### config.mk
export PLATFORM = sky130hd
export DESIGN_NAME = fan_cfg4_block
export DESIGN_NICKNAME = d
export VERILOG_FILES = /design/src/fan_cfg4_pkg.sv /design/src/fan_cfg4_block.sv /design/src/factory_test_regs.sv
export VERILOG_INCLUDE_DIRS = /design/src
export SDC_FILE = /design/constraint.sdc
export NUM_CORES = 1
export LEC_CHECK = 0
export BUFFER_PORTS_ARGS = -buffer_cell sky130_fd_sc_hd__buf_2
export CAP_MARGIN = 20
export CELL_PAD_IN_SITES_DETAIL_PLACEMENT = 1
export CELL_PAD_IN_SITES_GLOBAL_PLACEMENT = 1
export CORE_MARGIN = 4
export CORE_UTILIZATION = 37
export DETAILED_ROUTE_END_ITERATION = 7
export PLACE_DENSITY = 0.9
export RECOVER_POWER = 50
export SLEW_MARGIN = 15
export SYNTH_ARGS = -nofsm -noshare
export SYNTH_HDL_FRONTEND = slang
export SYNTH_SLANG_ARGS = --single-unit
### constraint.sdc
create_clock -name clk -period 2.1 [get_ports clk]
set_input_delay 0.42 -clock clk [delete_from_list [all_inputs] [get_ports clk]]
set_output_delay 0.42 -clock clk [all_outputs]
set_load 0.01 [all_outputs]
### src/fan_cfg4_regs.svh
// Register offsets, field positions, reset values for the pin and sense config slice
`ifndef FAN_CFG4_REGS_SVH
`define FAN_CFG4_REGS_SVH

`define PIN_SENSE_CONFIG_ADDR 8'h7d
`define FACTORY_TEST_ONE_ADDR 8'h7e
`define FACTORY_TEST_TWO_ADDR 8'h7f

`define PIN_SENSE_CONFIG_RESET 8'h00
`define FACTORY_TEST_RESET     8'h00
`define PIN_SENSE_CONFIG_MASK  8'h2f

`define PIN_FUNC_LSB   0
`define TACH_THR_LSB   2
`define ATT_BYPASS_BIT 5

`endif

### src/fan_cfg4_pkg.sv
// Types for the pin and sense config register slice
`default_nettype none
package fan_cfg4_pkg;

	typedef enum logic [1:0] {
		PIN_FAN4_TACH,
		PIN_THERMAL_ALARM,
		PIN_SMBUS_ALERT,
		PIN_GPIO
	} pin_func_e;

	typedef enum logic [1:0] {
		THR_20MV,
		THR_40MV,
		THR_80MV,
		THR_130MV
	} tach_thr_e;

	typedef struct packed {
		logic       wr_en;
		logic       rd_en;
		logic [7:0] addr;
		logic [7:0] wdata;
	} reg_req_s;

	typedef struct packed {
		logic       rvalid;
		logic [7:0] rdata;
	} reg_rsp_s;

	typedef struct packed {
		pin_func_e shared_pin_function_select;
		tach_thr_e two_wire_tach_threshold;
		logic      core_voltage_attenuator_bypass;
		logic      tach_threshold_active;
		logic      sel_fan4_speed_input;
		logic      sel_thermal_alarm_pin;
		logic      sel_smbus_alert;
		logic      sel_gpio;
	} pin_cfg_s;

endpackage
`default_nettype wire

### src/fan_cfg4_block.sv
// Lockable pin/sense configuration register and two factory test registers
`include "fan_cfg4_regs.svh"
`default_nettype none
// Functional notes
// - Bits 1:0 route shared pin: tach, thermal alarm, bus alert, GPIO.
// - Config register resets to 0x00: pin is fan 4 tach input from the first clock after reset; cfg is all zeros during reset.
// - Bits 3:2 pick two-wire tach threshold, low frequency drive only.
// - Bit 5 set bypasses core-voltage attenuator, full scale 2.2965 V.
// - Global lock set makes config register read-only; writes ignored.
// - First test register is read-only, reads 0x00 after reset.
// - Second test register is read-only, reads 0x00 after reset.
// - Drive frequency bit: 0 high frequency, 1 low frequency drive.
module fan_cfg4_block
	import fan_cfg4_pkg::*;
(
	// Clock and reset
	input  wire logic     clk,
	input  wire logic     resetn,
	// Register access from the serial bus engine
	input  wire reg_req_s req,
	output var  reg_rsp_s rsp,
	// Lock and drive mode from other config registers
	input  wire logic     global_lock,
	input  wire logic     fan_drive_frequency_select,
	// Decoded configuration to the pin mux and measurement logic
	output var  pin_cfg_s cfg
);

	typedef struct packed {
		logic [7:0] config_reg;
		logic       rd_pend;
		logic       rd_test;
		logic [7:0] rd_hold;
		reg_rsp_s   rsp;
		pin_cfg_s   cfg;
	} state_s;

	state_s     s_q;
	state_s     s_d;
	logic       test_sel;
	logic [7:0] test_rdata;

	function automatic pin_cfg_s decode(input logic [7:0] r, input logic lf);
		pin_cfg_s c;
		c.shared_pin_function_select     = pin_func_e'(r[`PIN_FUNC_LSB +: 2]);
		c.two_wire_tach_threshold        = tach_thr_e'(r[`TACH_THR_LSB +: 2]);
		c.core_voltage_attenuator_bypass = r[`ATT_BYPASS_BIT];
		c.tach_threshold_active          = lf;
		c.sel_fan4_speed_input  = (c.shared_pin_function_select == PIN_FAN4_TACH);
		c.sel_thermal_alarm_pin = (c.shared_pin_function_select == PIN_THERMAL_ALARM);
		c.sel_smbus_alert       = (c.shared_pin_function_select == PIN_SMBUS_ALERT);
		c.sel_gpio              = (c.shared_pin_function_select == PIN_GPIO);
		return c;
	endfunction

	assign test_sel = req.rd_en &&
		(req.addr == `FACTORY_TEST_ONE_ADDR || req.addr == `FACTORY_TEST_TWO_ADDR);

	factory_test_regs u_test (
		.clk    (clk),
		.resetn (resetn),
		.sel    (test_sel),
		.idx    (req.addr[0] == 1'b1 ? 1'b1 : 1'b0),
		.rdata  (test_rdata)
	);

	always_comb begin
		s_d = s_q;
		s_d.rsp.rvalid = 1'b0;
		s_d.rd_pend = 1'b0;
		// Writes to the test registers fall through untouched
		if (req.wr_en && req.addr == `PIN_SENSE_CONFIG_ADDR && !global_lock) begin
			s_d.config_reg = req.wdata & `PIN_SENSE_CONFIG_MASK;
		end
		if (req.rd_en) begin
			s_d.rd_pend = 1'b1;
			s_d.rd_test = test_sel;
			s_d.rd_hold = (req.addr == `PIN_SENSE_CONFIG_ADDR) ? s_q.config_reg : 8'h00;
		end
		// Answer one cycle after the test memory's registered read
		if (s_q.rd_pend) begin
			s_d.rsp.rvalid = 1'b1;
			s_d.rsp.rdata  = s_q.rd_test ? test_rdata : s_q.rd_hold;
		end
		s_d.cfg = decode(s_d.config_reg, fan_drive_frequency_select);
	end

	always_ff @(posedge clk) begin
		if (!resetn) begin
			s_q.config_reg <= `PIN_SENSE_CONFIG_RESET;
			s_q.rd_pend    <= 1'b0;
			s_q.rd_test    <= 1'b0;
			s_q.rd_hold    <= 8'h00;
			s_q.rsp        <= '0;
			s_q.cfg        <= '0;
		end else begin
			s_q <= s_d;
		end
	end

	assign rsp = s_q.rsp;
	assign cfg = s_q.cfg;

endmodule
`default_nettype wire

### src/factory_test_regs.sv
// Two read-only factory test bytes with registered read data
`include "fan_cfg4_regs.svh"
`default_nettype none
module factory_test_regs
	import fan_cfg4_pkg::*;
(
	// Clock and reset
	input  wire logic       clk,
	input  wire logic       resetn,
	// Read port
	input  wire logic       sel,
	input  wire logic       idx,
	output var  logic [7:0] rdata
);

	typedef struct packed {
		logic [1:0][7:0] mem;
		logic [7:0]      rdata;
	} state_s;

	state_s s_q;
	state_s s_d;

	always_comb begin
		s_d = s_q;
		// Contents never change; only the read register moves
		if (sel) begin
			s_d.rdata = s_q.mem[idx];
		end
	end

	always_ff @(posedge clk) begin
		if (!resetn) begin
			s_q.mem[0] <= `FACTORY_TEST_RESET;
			s_q.mem[1] <= `FACTORY_TEST_RESET;
			s_q.rdata  <= 8'h00;
		end else begin
			s_q <= s_d;
		end
	end

	assign rdata = s_q.rdata;

endmodule
`default_nettype wire

==> results of run 1 <==
-- placed cells by master, fill, tap and decap left out, types with 5 or more instances in the layout --
| master | netlist | layout |
|---|---|---|
| nand4_1 | 5 | 5 |
| nand2b_1 | 7 | 7 |
| and2_0 | 0 | 5 |
| dfxtp_1 | 23 | 23 |
| buf_2 | 1 | 28 |
| mux2i_1 | 8 | 8 |
| nand2_1 | 16 | 16 |
| a21boi_0 | 7 | 7 |
| clkbuf_1 | 5 | 7 |
-- per-stage QoR --
stage	instances	cell area [µm²]	util [%]
after global routing	168	1160	41.0
after CTS	168	1170	41.3
after detailed placement	164	1140	40.3
final	168	1160	41.0
after floorplan	126	1120	-
after global placement	164	1140	40.3
-- registers in the layout (all words and copies together) (netlist names) --
signal,count
s_q,12
rsp,6
cfg,5
-- routing by layer --
metal / wire length (µm) / global-route usage, % / part of all wire, % / vias to the layer above
met5: 0 / 0 / 0 / -
met4: 69 / 8.26 / 3.1 / 0
met3: 143 / 0.899 / 6.4 / 5
met2: 1020 / 19.9 / 46 / 35
met1: 992 / 14.6 / 45 / 362
li1: - / - / - / 412
-- final cells by class --
cell class                      instances  area [µm²]
Sequential cell                        23         460
Multi-Input combinational cell         72         457
Fill cell                             358        1670
Clock buffer                            4        26.3
Timing Repair Buffer                   34         163
Tap cell                               31        38.8
Inverter                                4        15.0
-- final timing paths --
| check | endpoint | cells past startpoint | slack (ns) |
|---|---|---|---|
| setup / recovery | cfg[1] | 4 | 0.66 |
| hold / removal | cfg[4] | 2 | 0.31 |
| setup reg to reg | rsp[1] | 3 | 1.16 |
| hold reg to reg | rsp[0] | 2 | 0.50 |
-- worst register-to-register path: cells and delay by family, from the launching register on --
kind | cells | cell delay [ns]
AOI/OAI and AO/OA | 1 | 0.13
DFF | 1 | 0.53
and+or+nand+nor | 2 | 0.23
-- kinds of logic after synthesis --
family / Yosys count / synth area share, %
AOI/OAI and AO/OA: 11 / 6.94
buffers and inverters: 31 / 18.6
DFF: 23 / 41.2
muxes: 9 / 8.51
other: 1 / 0.336
and+or+nand+nor: 49 / 24.4
-- where the power goes --
group          switching [mW]  internal (mW)  leakage [nW]
Clock                   0.132         0.0743        0.0150
Sequential            0.00340          0.440         0.186
Combinational          0.0270         0.0228         0.267
Total                   0.163          0.537         0.468
==> run_results.csv, run 1 <==
group,metric,value,unit
outcome,outcome,"completed",
synthesis,ys_seq_elements,23,
power,peakVddDrop,0.195,mV
synthesis,netlist_top_cells_count,"23 x dfxtp_1, 19 x buf_4, 16 x nand2_1",
finish,area_delta_synth_final,3.81,%
sta,setup_viol,0,
synthesis,yosys-top-cells-area,"dfxtp_1 41%, buf_4 13%, mux2i_1 7.2%",
sta,whs,0.309,ns
place,dp_hpwl,1730,µm
sta,hold_viol,0,
synthesis,yosysSeqAreaShare,41.2,%
synthesis,synthArstFlopShare,0,%
sta,max_clock_freq,0.695,GHz
power,power.total,700,µW
global_route,grt_use_total,12.0,%
global_route,grt_pass1_vias,857,
floorplan,rows,19,
sta,tightest_slew,1.10,ns
synthesis,synth_edf_count,0,
critical_path,crit_path_start_kind,"primary input",
clock_tree,clockRootBuffer,"clkbuf_4",
clock_tree,clk-insertion-delay-late,0.31,ns
clock_tree,cts-resized-gates,0,
critical_path,crit_type,"in -> reg",
sta,fin_tns_setup,0,ns
place,post-place-ws,0.355,ns
floorplan,dieWidth,63.0,µm
sta,fin_ws,0.661,ns
worst_hold_path,min_path_type,"in -> reg",
synthesis,synth.largest_area_cell,"dfxtp_1",
synthesis,netlist_instances,124,
critical_path,cp_top_family,"buffers and inverters",
synthesis,syn_area,0.00112,mm²
synthesis,synth.avg_cell_area,9.01,µm²
sta,relSlewSlack,26.8,%
clock_tree,path_clk_slew,0.12,ns
synthesis,synth-main-ff-cell,"dfxtp_1",
critical_path,r2r_start,"s_q[28]",
clock_tree,clock-sinks,23,
routing,via_count,814,
floorplan,die_y,63.0,µm
clock_tree,post-cts-setup-buffers,0,
critical_path,worstPathRequired,2.37,ns
place,numPortBuffers,34,
synthesis,synth_cell_types,22,
critical_path,critPathLaunch,"resetn",
sta,period_needed,1.44,ns
routing,antenna_left,0,
global_route,antenna_found_initial,0,
routing,viasPerCell,4.85,
clock_tree,hold_buffers,0,
critical_path,arrival,1.71,ns
critical_path,slowest_delay,0.79,ns
place,place.gp.congestion,0.736,
floorplan,initial_core_util,39.5,%
sta,fin_skew,0.00250,ns
synthesis,synth.most_common_cell,"dfxtp_1",
finish,num_antenna_cells,0,
routing,drt_pre_antenna_iters,4,
clock_tree,cts_buffers,3,
global_route,grt_first_pass_wirelength,3840,µm
clock_tree,max-clock-path-buffers,2,
routing,post_drt_wl_per_cell,13.3,µm
floorplan,fp.coreArea,0.00283,mm²
critical_path,crit_chain,"clkbuf_1 -> nand2_1 -> nor2_1 -> mux2_4",
global_route,grt_overflow,0,
sta,rsz0062_at_grt,"false",
finish,fin_nets,160,
finish,drive_gt1_share,24.8,%
routing,drc,0,
power,p_per_area,603,mW/mm²
power,p_leak,0.468,nW
floorplan,ios,41,
critical_path,path_buf_inv,1,
clock_tree,htreeDepth,1,
worst_hold_path,hold_start,"fan_drive_frequency_select",
floorplan,dieArea,0.00396,mm²
routing,wl,2230,µm
sta,finalCritPeriodShare,68.5,%
critical_path,crit_path_top_delay_cell,"clkbuf_1",
clock_tree,cts_tree,"built",
global_route,grt_max_degree,31,
sta,maxSlewViolCount,0,
critical_path,cp_max_fo,30,
synthesis,synth_top_area_share,41.2,%
critical_path,end_kind,"flip-flop",
synthesis,yosys_warnings,0,
flow_run,drv_cap,0,
routing,drtIter0Drc,8,
No activity file was read; power rests on OpenSTA's default activity.
==> run 2: changes to the inputs <==
Settings changed: CORE_UTILIZATION 37 to 35, PLACE_DENSITY 0.9 to 0.86.
Clock period 2.1 ns to 1.5 ns, I/O delays scaled along.
==> run_results.csv, run 2 (synthesis results as in run 1) <==
group,metric,value,unit
outcome,outcome,"completed",
sta,setup_viol,0,
power,p_per_area,812,mW/mm²
clock_tree,htreeDepth,1,
sta,max_clock_freq,0.789,GHz
power,p_leak,0.511,nW
power,switching_share,22.8,%
finish,top_register,"s_q",
critical_path,arrival,0.97,ns
power,p_comb_share,7.3,%
critical_path,r2r_start,"s_q[29]",
power,seqPwrFrac,64.0,%
clock_tree,clock-sinks,23,
critical_path,cp_top_family,"flip-flops",
routing,antenna_left,0,
finish,top_regs,"s_q: 12 flops, rsp: 6 flops, cfg: 5 flops",
sta,finalCritPeriodShare,84.5,%
critical_path,crit_type,"reg -> out",
clock_tree,cts_buffers,3,
finish,final_util,39.2,%
floorplan,dieArea,0.00416,mm²
finish,final_cell_mix,"34 x buf_2, 23 x dfxtp_1, 16 x nand2_1, 8 x mux2i_1",
sta,rsz0062_at_grt,"false",
floorplan,die_y,64.5,µm
worst_hold_path,hold_path_depth,2,
clock_tree,cts_tree,"built",
clock_tree,hold_buffers,0,
place,post-place-ws,0.0875,ns
place,numPortBuffers,34,
global_route,grt_max_degree,31,
finish,num_antenna_cells,0,
sta,maxSlewViolCount,0,
clock_tree,path_clk_slew,0.13,ns
critical_path,reg2reg_to,"cfg[1]",
critical_path,crit_path_start_kind,"flip-flop",
sta,period_needed,1.27,ns
finish,largest_reg_flops,12,
sta,whs,0.184,ns
routing,wl,2180,µm
critical_path,slowest_delay,0.48,ns
power,intPower,749,µW
floorplan,ios,41,
critical_path,r2r_cells,2,
routing,drtIter0Drc,11,
routing,post_drt_wl_per_cell,11.9,µm
sta,hold_viol,0,
routing,via_count,838,
floorplan,fp.coreArea,0.00305,mm²
critical_path,end_kind,"output port",
place,place.gp.congestion,0.749,
routing,drc,0,
critical_path,crit_chain,"buf_2",
finish,drive_gt1_share,29.3,%
critical_path,path_buf_inv,1,
flow_run,drv_cap,0,
finish,regArea,460,µm²
clock_tree,clockRootBuffer,"clkbuf_4",
floorplan,dieWidth,64.5,µm
finish,fin_nets,163,
clock_tree,cts-resized-gates,0,
routing,drt_pre_antenna_iters,4,
worst_hold_path,min_path_type,"in -> reg",
critical_path,worstPathRequired,1.20,ns
finish,area_delta_synth_final,7.06,%
critical_path,cp_max_fo,7,
global_route,grt_pass1_vias,864,
finish,multiInputGateArea,449,µm²
clock_tree,max-clock-path-buffers,2,
sta,fin_tns_setup,0,ns
power,pwr-share-clk,28.7,%
global_route,grt_use_total,11.0,%
sta,fin_skew,0.0127,ns
global_route,grt_overflow,0,
clock_tree,post-cts-setup-buffers,0,
worst_hold_path,hold_path_end,"cfg[4]",
finish,fillers,399,
worst_hold_path,hold_start,"fan_drive_frequency_select",
critical_path,crit_path_top_delay_cell,"dfxtp_1",
power,p_switching,222,µW
routing,viasPerCell,4.55,
global_route,grt_first_pass_wirelength,3720,µm
floorplan,initial_core_util,36.6,%
power,peakVddDrop,0.306,mV
sta,fin_ws,0.232,ns
floorplan,rows,20,
critical_path,r2r_setup_slack,0.53,ns
global_route,antenna_found_initial,0,
finish,final_common_cell,"buf_2",
clock_tree,clk-insertion-delay-late,0.31,ns
-- run 2: metal layers --
| metal | routed length [µm] | vias up | global-route usage, % |
|---|---|---|---|
| met2 | 1090 | 36 | 19.6 |
| met1 | 928 | 383 | 12.9 |
| met5 | 0 | - | 0 |
| met4 | 27 | 0 | 6.33 |
| met3 | 142 | 2 | 0.693 |
| li1 | - | 417 | - |
-- run 2: worst max path at each step --
stage,start,endpoint,slack [ns],depth (start not counted)
5_1_grt,s_q[29],cfg[8],0.14,1
4_1_cts,s_q[29],cfg[8],0.22,1
2_1_floorplan,req[15],cfg[1],0.07,5
3_5_place_dp,req[9],s_q[34],0.09,5
3_3_place_gp,req[9],cfg[3],0.11,5
6_report,s_q[29],cfg[8],0.23,1
-- run 2: layout make-up --
type | count | share of cell area, %
repair buffers | 37 | 15.8
clock inverters | 1 | 0.418
well taps | 44 | 4.60
flip-flops and latches | 23 | 38.5
clock buffers | 3 | 1.88
multi-input cells | 72 | 37.6
inverters | 4 | 1.26
-- run 2: power groups by stage --
stage	clock network (mW)	registers, mW	logic [mW]
6_report	0.279	0.621	0.0709
3_5_place_dp	0	0.635	0.0727
5_1_grt	0.319	0.622	0.0795
3_3_place_gp	0	0.634	0.0688
2_1_floorplan	0	0.631	0.0526
4_1_cts	0.302	0.621	0.0727
-- run 2: through the flow --
step           std cells  area, µm²  power [mW]
4_1_cts              184       1210       0.996
5_1_grt              184       1200        1.02
6_report             184       1200       0.971
3_3_place_gp         180       1180       0.703
2_1_floorplan        126       1120       0.684
3_5_place_dp         180       1180       0.707
